**src/scgc_pkg.sv**
```systemverilog
// Package for the sleep clock-gate control block: offsets, fields, resets
package scgc_pkg;
  // ------------------------------------------------------------------
  // Register offsets (byte addresses)
  // ------------------------------------------------------------------
  localparam logic [11:0] SCGC_RUN_OFF = 12'h104;
  localparam logic [11:0] SCGC_SLEEP_OFF = 12'h114;
  localparam logic [11:0] SCGC_DEEP_OFF = 12'h124;
  localparam logic [11:0] SCGC_CFG_OFF = 12'h060;
  localparam logic [11:0] SCGC_ISTAT_OFF = 12'h200;
  localparam logic [11:0] SCGC_IMASK_OFF = 12'h204;
  // ------------------------------------------------------------------
  // Field layout of the gate registers
  // ------------------------------------------------------------------
  localparam int SCGC_CMP2_BIT = 26;
  localparam int SCGC_CMP1_BIT = 25;
  localparam int SCGC_CMP0_BIT = 24;
  localparam int SCGC_GPTMR3_BIT = 19;
  localparam int SCGC_GPTMR2_BIT = 18;
  localparam int SCGC_GPTMR1_BIT = 17;
  localparam int SCGC_GPTMR0_BIT = 16;
  localparam int SCGC_SYNC0_BIT = 4;
  localparam int SCGC_ASER1_BIT = 1;
  localparam int SCGC_ASER0_BIT = 0;
  localparam logic [31:0] SCGC_GATE_MASK = 32'h070F0013;
  localparam logic [31:0] SCGC_GATE_RST = 32'h00000000;
  // Config register: auto gating select bit
  localparam int SCGC_AUTO_GATE_BIT = 27;
  localparam logic [31:0] SCGC_CFG_MASK = 32'h08000000;
  localparam logic [31:0] SCGC_CFG_RST = 32'h00000000;
  // Interrupt status: fault per unit in gate layout
  localparam logic [31:0] SCGC_INT_RST = 32'h00000000;
  // ------------------------------------------------------------------
  // Power modes and AXI responses
  // ------------------------------------------------------------------
  typedef enum logic [1:0] {
    SCGC_MODE_RUN = 2'h0,
    SCGC_MODE_SLEEP = 2'h1,
    SCGC_MODE_DEEP = 2'h3
  } scgc_mode_t;
  localparam logic [1:0] SCGC_RESP_OKAY = 2'h0;
  localparam logic [1:0] SCGC_RESP_SLVERR = 2'h2;
endpackage : scgc_pkg

```
**src/scgc_sleep_gate.sv**
```systemverilog
// Sleep-mode clock gate control register block with AXI4-Lite slave
//
// Functional notes
// - Each implemented bit enables one unit's clock; zero stops and disables it.
// - Access to a unit with clock gated off answers with a bus fault.
// - Reset clears every enable bit so all units start unclocked.
// - Separate run, sleep and deep-sleep enable sets are kept.
// - Sleep sets govern clocks only when auto gating select is set.
// - Bits 26, 25, 24 gate comparators 2, 1, 0.
// - Bits 19 to 16 gate general-purpose timers 3 to 0.
// - Bit 4 gates synchronous serial module 0.
// - Bits 1 and 0 gate asynchronous serial modules 1 and 0.
// - Reserved ranges are read-only, read zero; software preserves them.
`timescale 1ns/10ps
`default_nettype none

module scgc_sleep_gate (
  input wire logic clk, // System clock, 10 MHz
  input wire logic rst_n, // Asynchronous reset, active low
  input wire logic clk_en, // Freezes all state while low
  input wire logic [1:0] power_mode, // Current power mode (scgc_mode_t code)
  input wire logic [31:0] unit_access, // One-cycle access strobe per unit bit
  input wire logic [11:0] s_axi_awaddr, // Write address
  input wire logic s_axi_awvalid, // Write address valid
  output logic s_axi_awready, // Write address ready
  input wire logic [31:0] s_axi_wdata, // Write data
  input wire logic [3:0] s_axi_wstrb, // Write byte strobes
  input wire logic s_axi_wvalid, // Write data valid
  output logic s_axi_wready, // Write data ready
  output logic [1:0] s_axi_bresp, // Write response
  output logic s_axi_bvalid, // Write response valid
  input wire logic s_axi_bready, // Write response ready
  input wire logic [11:0] s_axi_araddr, // Read address
  input wire logic s_axi_arvalid, // Read address valid
  output logic s_axi_arready, // Read address ready
  output logic [31:0] s_axi_rdata, // Read data
  output logic [1:0] s_axi_rresp, // Read response
  output logic s_axi_rvalid, // Read data valid
  input wire logic s_axi_rready, // Read data ready
  output logic [31:0] unit_clk_en, // Active clock enable per unit
  output logic [31:0] unit_fault, // One-cycle bus fault per unit
  output logic irq // Level interrupt, unmasked fault pending
);

  // ------------------------------------------------------------------
  // Helpers
  // ------------------------------------------------------------------
  // Byte-lane merge limited to writable bits
  // Reserved bits never reach a flop, so no write can set them
  function automatic logic [31:0] scgc_merge(input logic [31:0] old_v,
                                             input logic [31:0] new_v,
                                             input logic [3:0] strb,
                                             input logic [31:0] wmask);
    logic [31:0] m;
    m = {{8{strb[3]}}, {8{strb[2]}}, {8{strb[1]}}, {8{strb[0]}}} & wmask;
    return (old_v & ~m) | (new_v & m);
  endfunction : scgc_merge

  // ------------------------------------------------------------------
  // State
  // ------------------------------------------------------------------
  logic [31:0] run_q, run_d;
  logic [31:0] sleep_q, sleep_d;
  logic [31:0] deep_q, deep_d;
  logic [31:0] cfg_q, cfg_d;
  logic [31:0] istat_q, istat_d;
  logic [31:0] imask_q, imask_d;
  logic [31:0] gate_q, gate_d;
  logic [31:0] fault_q, fault_d;
  logic irq_q, irq_d;
  logic [2:0] mode_sync_q, mode_sync_d;
  logic [2:0] mode_hi_q, mode_hi_d;
  logic [1:0] mode_q, mode_d;
  logic aw_q, aw_d;
  logic w_q, w_d;
  logic [11:0] awaddr_q, awaddr_d;
  logic [31:0] wdata_q, wdata_d;
  logic [3:0] wstrb_q, wstrb_d;
  logic bvalid_q, bvalid_d;
  logic [1:0] bresp_q, bresp_d;
  logic rvalid_q, rvalid_d;
  logic [1:0] rresp_q, rresp_d;
  logic [31:0] rdata_q, rdata_d;
  logic awready_q, awready_d;
  logic wready_q, wready_d;
  logic arready_q, arready_d;

  logic aw_take, w_take, ar_take, wr_go;
  logic [11:0] wa;
  logic [31:0] wd;
  logic [3:0] ws;

  // ------------------------------------------------------------------
  // Handshake terms
  // ------------------------------------------------------------------
  // Ready is registered, so a take needs a ready already high
  // Limitation: readies are not gated by clk_en, so the master must be
  // frozen by the same enable, or a beat offered while it is low is lost
  assign aw_take = s_axi_awvalid && awready_q;
  assign w_take = s_axi_wvalid && wready_q;
  assign ar_take = s_axi_arvalid && arready_q;
  assign wa = aw_q ? awaddr_q : s_axi_awaddr;
  assign wd = w_q ? wdata_q : s_axi_wdata;
  assign ws = w_q ? wstrb_q : s_axi_wstrb;
  assign wr_go = (aw_q || aw_take) && (w_q || w_take) && !bvalid_q;

  // Power mode pin crossing: three flops, accept when last two agree
  // A pin moving between edges costs a cycle, never a wrong mode
  always_comb begin
    mode_sync_d = {mode_sync_q[1:0], power_mode[0]};
    mode_hi_d = {mode_hi_q[1:0], power_mode[1]};
    mode_d = mode_q;
    if (mode_sync_q[2] == mode_sync_q[1] && mode_hi_q[2] == mode_hi_q[1]) begin
      mode_d = {mode_hi_q[2], mode_sync_q[2]};
    end
  end

  // ------------------------------------------------------------------
  // AXI write and read channels, register updates
  // ------------------------------------------------------------------
  // Write address and data may arrive in either order; response after both
  always_comb begin
    aw_d = aw_q;
    w_d = w_q;
    awaddr_d = awaddr_q;
    wdata_d = wdata_q;
    wstrb_d = wstrb_q;
    bvalid_d = bvalid_q;
    bresp_d = bresp_q;
    rvalid_d = rvalid_q;
    rresp_d = rresp_q;
    rdata_d = rdata_q;
    run_d = run_q;
    sleep_d = sleep_q;
    deep_d = deep_q;
    cfg_d = cfg_q;
    imask_d = imask_q;
    istat_d = istat_q;
    if (aw_take) begin
      aw_d = 1'b1;
      awaddr_d = s_axi_awaddr;
    end
    if (w_take) begin
      w_d = 1'b1;
      wdata_d = s_axi_wdata;
      wstrb_d = s_axi_wstrb;
    end
    if (bvalid_q && s_axi_bready) begin
      bvalid_d = 1'b0;
    end
    if (wr_go) begin
      aw_d = 1'b0;
      w_d = 1'b0;
      bvalid_d = 1'b1;
      bresp_d = scgc_pkg::SCGC_RESP_OKAY;
      // Writes to the status register are ignored but still answered OKAY
      case (wa)
        scgc_pkg::SCGC_RUN_OFF: run_d = scgc_merge(run_q, wd, ws, scgc_pkg::SCGC_GATE_MASK);
        scgc_pkg::SCGC_SLEEP_OFF: begin
          sleep_d = scgc_merge(sleep_q, wd, ws, scgc_pkg::SCGC_GATE_MASK);
        end
        scgc_pkg::SCGC_DEEP_OFF: deep_d = scgc_merge(deep_q, wd, ws, scgc_pkg::SCGC_GATE_MASK);
        scgc_pkg::SCGC_CFG_OFF: cfg_d = scgc_merge(cfg_q, wd, ws, scgc_pkg::SCGC_CFG_MASK);
        scgc_pkg::SCGC_IMASK_OFF: imask_d = scgc_merge(imask_q, wd, ws, scgc_pkg::SCGC_GATE_MASK);
        scgc_pkg::SCGC_ISTAT_OFF: bresp_d = scgc_pkg::SCGC_RESP_OKAY;
        default: bresp_d = scgc_pkg::SCGC_RESP_SLVERR;
      endcase
    end
    if (rvalid_q && s_axi_rready) begin
      rvalid_d = 1'b0;
    end
    // Reading status clears it; reserved bits read zero
    if (ar_take) begin
      rvalid_d = 1'b1;
      rresp_d = scgc_pkg::SCGC_RESP_OKAY;
      case (s_axi_araddr)
        scgc_pkg::SCGC_RUN_OFF: rdata_d = run_q;
        scgc_pkg::SCGC_SLEEP_OFF: rdata_d = sleep_q & scgc_pkg::SCGC_GATE_MASK;
        scgc_pkg::SCGC_DEEP_OFF: rdata_d = deep_q;
        scgc_pkg::SCGC_CFG_OFF: rdata_d = cfg_q;
        scgc_pkg::SCGC_IMASK_OFF: rdata_d = imask_q;
        scgc_pkg::SCGC_ISTAT_OFF: begin
          rdata_d = istat_q;
          istat_d = 32'h00000000;
        end
        default: begin
          rdata_d = 32'h00000000;
          rresp_d = scgc_pkg::SCGC_RESP_SLVERR;
        end
      endcase
    end
    // New faults win over the read clear
    // so an event in the read cycle is kept for the next read
    istat_d = istat_d | fault_q;
  end

  // Ready drops while a beat is held or an answer is pending
  always_comb begin
    awready_d = !aw_d && !bvalid_d;
    wready_d = !w_d && !bvalid_d;
    arready_d = !rvalid_d && !ar_take;
  end

  // ------------------------------------------------------------------
  // Clock gate selection and fault detection
  // ------------------------------------------------------------------
  // Sleep sets apply only with auto gating on; run set otherwise
  // Mode code 2 is no documented mode and falls back to the run set
  always_comb begin
    gate_d = run_q;
    if (cfg_q[scgc_pkg::SCGC_AUTO_GATE_BIT]) begin
      if (mode_q == scgc_pkg::SCGC_MODE_SLEEP) begin
        gate_d = sleep_q;
      end else if (mode_q == scgc_pkg::SCGC_MODE_DEEP) begin
        gate_d = deep_q;
      end
    end
    gate_d = gate_d & scgc_pkg::SCGC_GATE_MASK;
    // Faults use the gate already in force; an access in the cycle that
    // turns its unit on still faults, keeping the path one flop deep
    fault_d = unit_access & ~gate_q & scgc_pkg::SCGC_GATE_MASK;
    irq_d = |(istat_d & imask_q);
  end

  // ------------------------------------------------------------------
  // Registers
  // ------------------------------------------------------------------
  // All enables start at zero so units wake up unclocked
  // Everything freezes while clk_en is low; a bus beat offered then is lost, since the readies stay high
  always_ff @(posedge clk or negedge rst_n) begin
    if (!rst_n) begin
      run_q <= scgc_pkg::SCGC_GATE_RST;
      sleep_q <= scgc_pkg::SCGC_GATE_RST;
      deep_q <= scgc_pkg::SCGC_GATE_RST;
      cfg_q <= scgc_pkg::SCGC_CFG_RST;
      istat_q <= scgc_pkg::SCGC_INT_RST;
      imask_q <= scgc_pkg::SCGC_INT_RST;
      gate_q <= scgc_pkg::SCGC_GATE_RST;
      fault_q <= scgc_pkg::SCGC_INT_RST;
      irq_q <= 1'b0;
      mode_sync_q <= 3'h0;
      mode_hi_q <= 3'h0;
      mode_q <= 2'h0;
      aw_q <= 1'b0;
      w_q <= 1'b0;
      awaddr_q <= 12'h000;
      wdata_q <= 32'h00000000;
      wstrb_q <= 4'h0;
      bvalid_q <= 1'b0;
      bresp_q <= 2'h0;
      rvalid_q <= 1'b0;
      rresp_q <= 2'h0;
      rdata_q <= 32'h00000000;
      awready_q <= 1'b0;
      wready_q <= 1'b0;
      arready_q <= 1'b0;
    end else if (clk_en) begin
      run_q <= run_d;
      sleep_q <= sleep_d;
      deep_q <= deep_d;
      cfg_q <= cfg_d;
      istat_q <= istat_d;
      imask_q <= imask_d;
      gate_q <= gate_d;
      fault_q <= fault_d;
      irq_q <= irq_d;
      mode_sync_q <= mode_sync_d;
      mode_hi_q <= mode_hi_d;
      mode_q <= mode_d;
      aw_q <= aw_d;
      w_q <= w_d;
      awaddr_q <= awaddr_d;
      wdata_q <= wdata_d;
      wstrb_q <= wstrb_d;
      bvalid_q <= bvalid_d;
      bresp_q <= bresp_d;
      rvalid_q <= rvalid_d;
      rresp_q <= rresp_d;
      rdata_q <= rdata_d;
      awready_q <= awready_d;
      wready_q <= wready_d;
      arready_q <= arready_d;
    end
  end

  // Outputs straight from flops
  // No logic between these flops and the pins, so timing stays local
  assign s_axi_awready = awready_q;
  assign s_axi_wready = wready_q;
  assign s_axi_bvalid = bvalid_q;
  assign s_axi_bresp = bresp_q;
  assign s_axi_arready = arready_q;
  assign s_axi_rvalid = rvalid_q;
  assign s_axi_rresp = rresp_q;
  assign s_axi_rdata = rdata_q;
  assign unit_clk_en = gate_q;
  assign unit_fault = fault_q;
  assign irq = irq_q;

endmodule : scgc_sleep_gate

`default_nettype wire

```
**config.mk**
```make
export PLATFORM = sky130hd
export DESIGN_NAME = scgc_sleep_gate
export DESIGN_NICKNAME = d
export VERILOG_FILES = /design/src/scgc_pkg.sv /design/src/scgc_sleep_gate.sv
export SDC_FILE = /design/constraint.sdc
export NUM_CORES = 1
export LEC_CHECK = 0
export BUFFER_PORTS_ARGS = -buffer_cell sky130_fd_sc_hd__buf_4
export CORE_ASPECT_RATIO = 0.7
export CORE_MARGIN = 2
export CORE_UTILIZATION = 55
export DETAILED_ROUTE_END_ITERATION = 8
export PLACE_DENSITY = 0.92
export REMOVE_ABC_BUFFERS = 1
export SYNTH_ARGS = -nofsm -noshare
export SYNTH_HDL_FRONTEND = slang
export SYNTH_SLANG_ARGS = --single-unit
```
**constraint.sdc**
```tcl
create_clock -name clk -period 4.7 [get_ports clk]
set_clock_uncertainty 0.1 [all_clocks]
set_input_delay 0.705 -clock clk [delete_from_list [all_inputs] [get_ports clk]]
set_output_delay 0.705 -clock clk [all_outputs]
set_load 0.05 [all_outputs]
```
==> flow_summary.yaml <==
status:
  status: "finished, final reports clean"
sta:
  tightest_slew_ns: 1.16
  max_freq_mhz: 352
  final.setup.tns_ns: 0
  fin_crit_ns: 2.84
  hold_viol_final: 0
  rsz0062_at_grt: "false"
  setup_viol: 0
  relSlewSlack: 0.223
  period_share: 0.604
  slew_violations: 0
flow_run:
  max_cap_viol_count: 0
cts:
  cts_tree: "yes"
  cts_root_buf: "clkbuf_16"
  cts_hold_buf: 0
  clkSinkCount: 126
  clock_path_buffers: 2
  ctsResizeCount: 0
  post_cts_buffers: 0
  htree_levels: 4
  clkTransAtPathRegs_ns: 0.05
  clock_latency_ns: 0.41
  cts_buffers: 17
critical_path:
  startpoint_type: "register"
  cp.required_ns: 4.90
  reg2reg_slack_ns: 1.86
  reg2reg_depth: 5
  critical_path_class: "register to register"
  worstPathMaxFanout: 17
  endpoint_kind: "register"
  arrival_ns: 3.03
  reg2reg_from: "w_q$_DFFE_PN0P_"
grt:
  grt_max_degree: 57
  antenna_found_initial: 0
  grt_use_total: 0.269
  grt_pass1_vias: 5017
  grt_pass1_wl_um: 26100
  grt-ovfl-total: 0
logic_synthesis:
  netlist_area_um2: 6560
  ys_async_sr_fraction: 1.00
  yosysMostFrequentCell: "dfrtp_1"
  ys.warnings.count: 0
  ys.flop_type: "dfrtp_1"
  yosys.area.top_type: "dfrtp_1"
  synthCells: 568
  synth-edff-count: 0
  netlist.area_leader.share: 0.481
  synth_cell_type_count: 59
  synth-seq-cells: 126
  syn_avg_cell_area_um2: 11.5
  synthTopCellsByArea: "dfrtp_1 48%, mux2_2 14%, buf_4 7.7%"
  synth-seq-area-share: 0.481
  netlist_top_cells_count: "126 x dfrtp_1, 81 x mux2_2, 67 x buf_4, 39 x nand2_1, 27 x a22o_1"
floorplanning:
  fp.dieW_um: 134
  fp.dieH_um: 95.3
  dieArea_um2: 12800
  core-area_um2: 11700
  io_pins: 208
  initial_core_util: 0.561
  rows: 33
route:
  met2WireLength_um: 8210
  viasPerCell: 6.10
  routed_wirelength_um: 16700
  num_vias: 5067
  wl_per_cell_um: 20.1
  drcViolationCount: 0
  top_layer: "met4"
  ant_nets: 0
  drt-pass1-iter-count: 5
  met3_length_um: 1390
  drt_iter0_markers: 592
  drt-met1-wl_um: 6610
pwr:
  switching_share: 0.312
  p_int_mw: 2.57
  vdd_drop_max_uv: 289
  clock_power_share: 0.392
  p_switching_mw: 1.17
  seqPwrFrac: 0.385
  pwr-share-comb: 0.223
  powerDensity_nw_per_um2: 480
  p_leak_nw: 3.70
finish:
  utilization: 0.667
  finalNetCount: 763
  n_antenna_cell: 0
  syn2layout_area_growth_pct: 19.0
  final_layout_size_suffix_gt1_frac: 0.338
placed_design:
  io_buffers: 96
  dp_hpwl_um: 11600
  gp_congestion: 0.910
hold_path:
  hp-class: "input port to asynchronous set/reset pin"
cell usage in the layout, fill, tap and decap left out, types with 3 or more instances in the layout:
cell type,count
nand2b_1,5
nor3_1,11
o2bb2ai_1,12
nand3b_1,3
a31oi_1,3
dfrtp_1,126
bufinv_16,5
clkbuf_8,4
o211ai_1,3
mux2_4,3
o21ai_0,9
nor2_1,19
a22oi_1,23
nor3b_1,5
buf_4,99
inv_1,5
clkinv_2,4
a21oi_1,16
conb_1,67
a22o_1,27
nor3_2,4
nand3_1,5
o22ai_1,4
nand2_1,39
nor2b_1,4
clkbuf_16,17
mux2_2,81
and3b_1,3
mux2i_1,15
and4_1,4
mux2_1,10
layout make-up:
type / count / area [µm²]
fill: 856 / 3890
tap: 157 / 196
sequential: 126 / 3150
inverter: 6 / 22.5
clock buffer: 21 / 480
timing repair buffer: 99 / 743
multi-input combinational: 411 / 3020
clock inverter: 11 / 185
per-stage QoR:
| step | power (mW) | setup WS [ns] | hold slack, ns | cell area (µm²) | cells |
|---|---|---|---|---|---|
| 3_5_place_dp | 2.27 | 1.61 | 0.374 | 7130 | 799 |
| 5_1_grt | 3.87 | 1.69 | 0.303 | 7800 | 831 |
| 6_report | 3.74 | 1.86 | 0.252 | 7800 | 831 |
| 3_3_place_gp | 2.21 | 1.70 | 0.357 | 7130 | 799 |
| 4_1_cts | 3.74 | 1.93 | 0.260 | 7800 | 831 |
| 2_1_floorplan | 2.00 | 2.24 | 0.309 | 6190 | 543 |
worst max-delay path, cell delays in order, from the launching register on:
cell	delay, ns
dfrtp_1	0.83
a21o_1	0.18
and4_1	0.31
o211ai_2	0.24
nor3_1	0.63
mux2_2	0.41
layer usage:
layer  GRT usage  vias to the layer above
met1       0.336                     2570
met3      0.0728                       49
met4       0.118                        0
met2       0.447                      294
li1            -                     2154
met5           0                        -
power by group through the flow:
stage               Clock [mW]  Combinational, mW  Sequential, mW
finish                    1.47              0.834            1.44
global route              1.53              0.883            1.46
CTS                       1.48              0.831            1.43
detailed placement           0              0.820            1.45
global placement             0              0.781            1.43
floorplan                    0              0.506            1.49
worst max-delay path by stage:
| stage | from | end | cells after the start |
|---|---|---|---|
| 6_report | w_q$_DFFE_PN0P_ | register | 5 |
| 5_1_grt | s_axi_araddr[5] | s_axi_rdata[18]$_DFFE_PN0P_ | 5 |
| 4_1_cts | w_q$_DFFE_PN0P_ | register | 5 |
| 3_5_place_dp | s_axi_araddr[5] | s_axi_rdata[1]$_DFFE_PN0P_ | 5 |
| 3_3_place_gp | clk_en | register | 6 |
| 2_1_floorplan | s_axi_araddr[7] | s_axi_rdata[0]$_DFFE_PN0P_ | 5 |
cells by family (layout without fill, tap and decap cells):
family          Yosys count  after routing  share of synthesized area
flops                   126            126                      0.481
simple gates            122            122                      0.106
compound gates          111            111                      0.127
mux                     109            109                      0.186
buf+inv                  97            137                     0.0966
xor+xnor                  2              2                    0.00267
other cells               1             67                   0.000572
(Power assumes the default switching activity.)
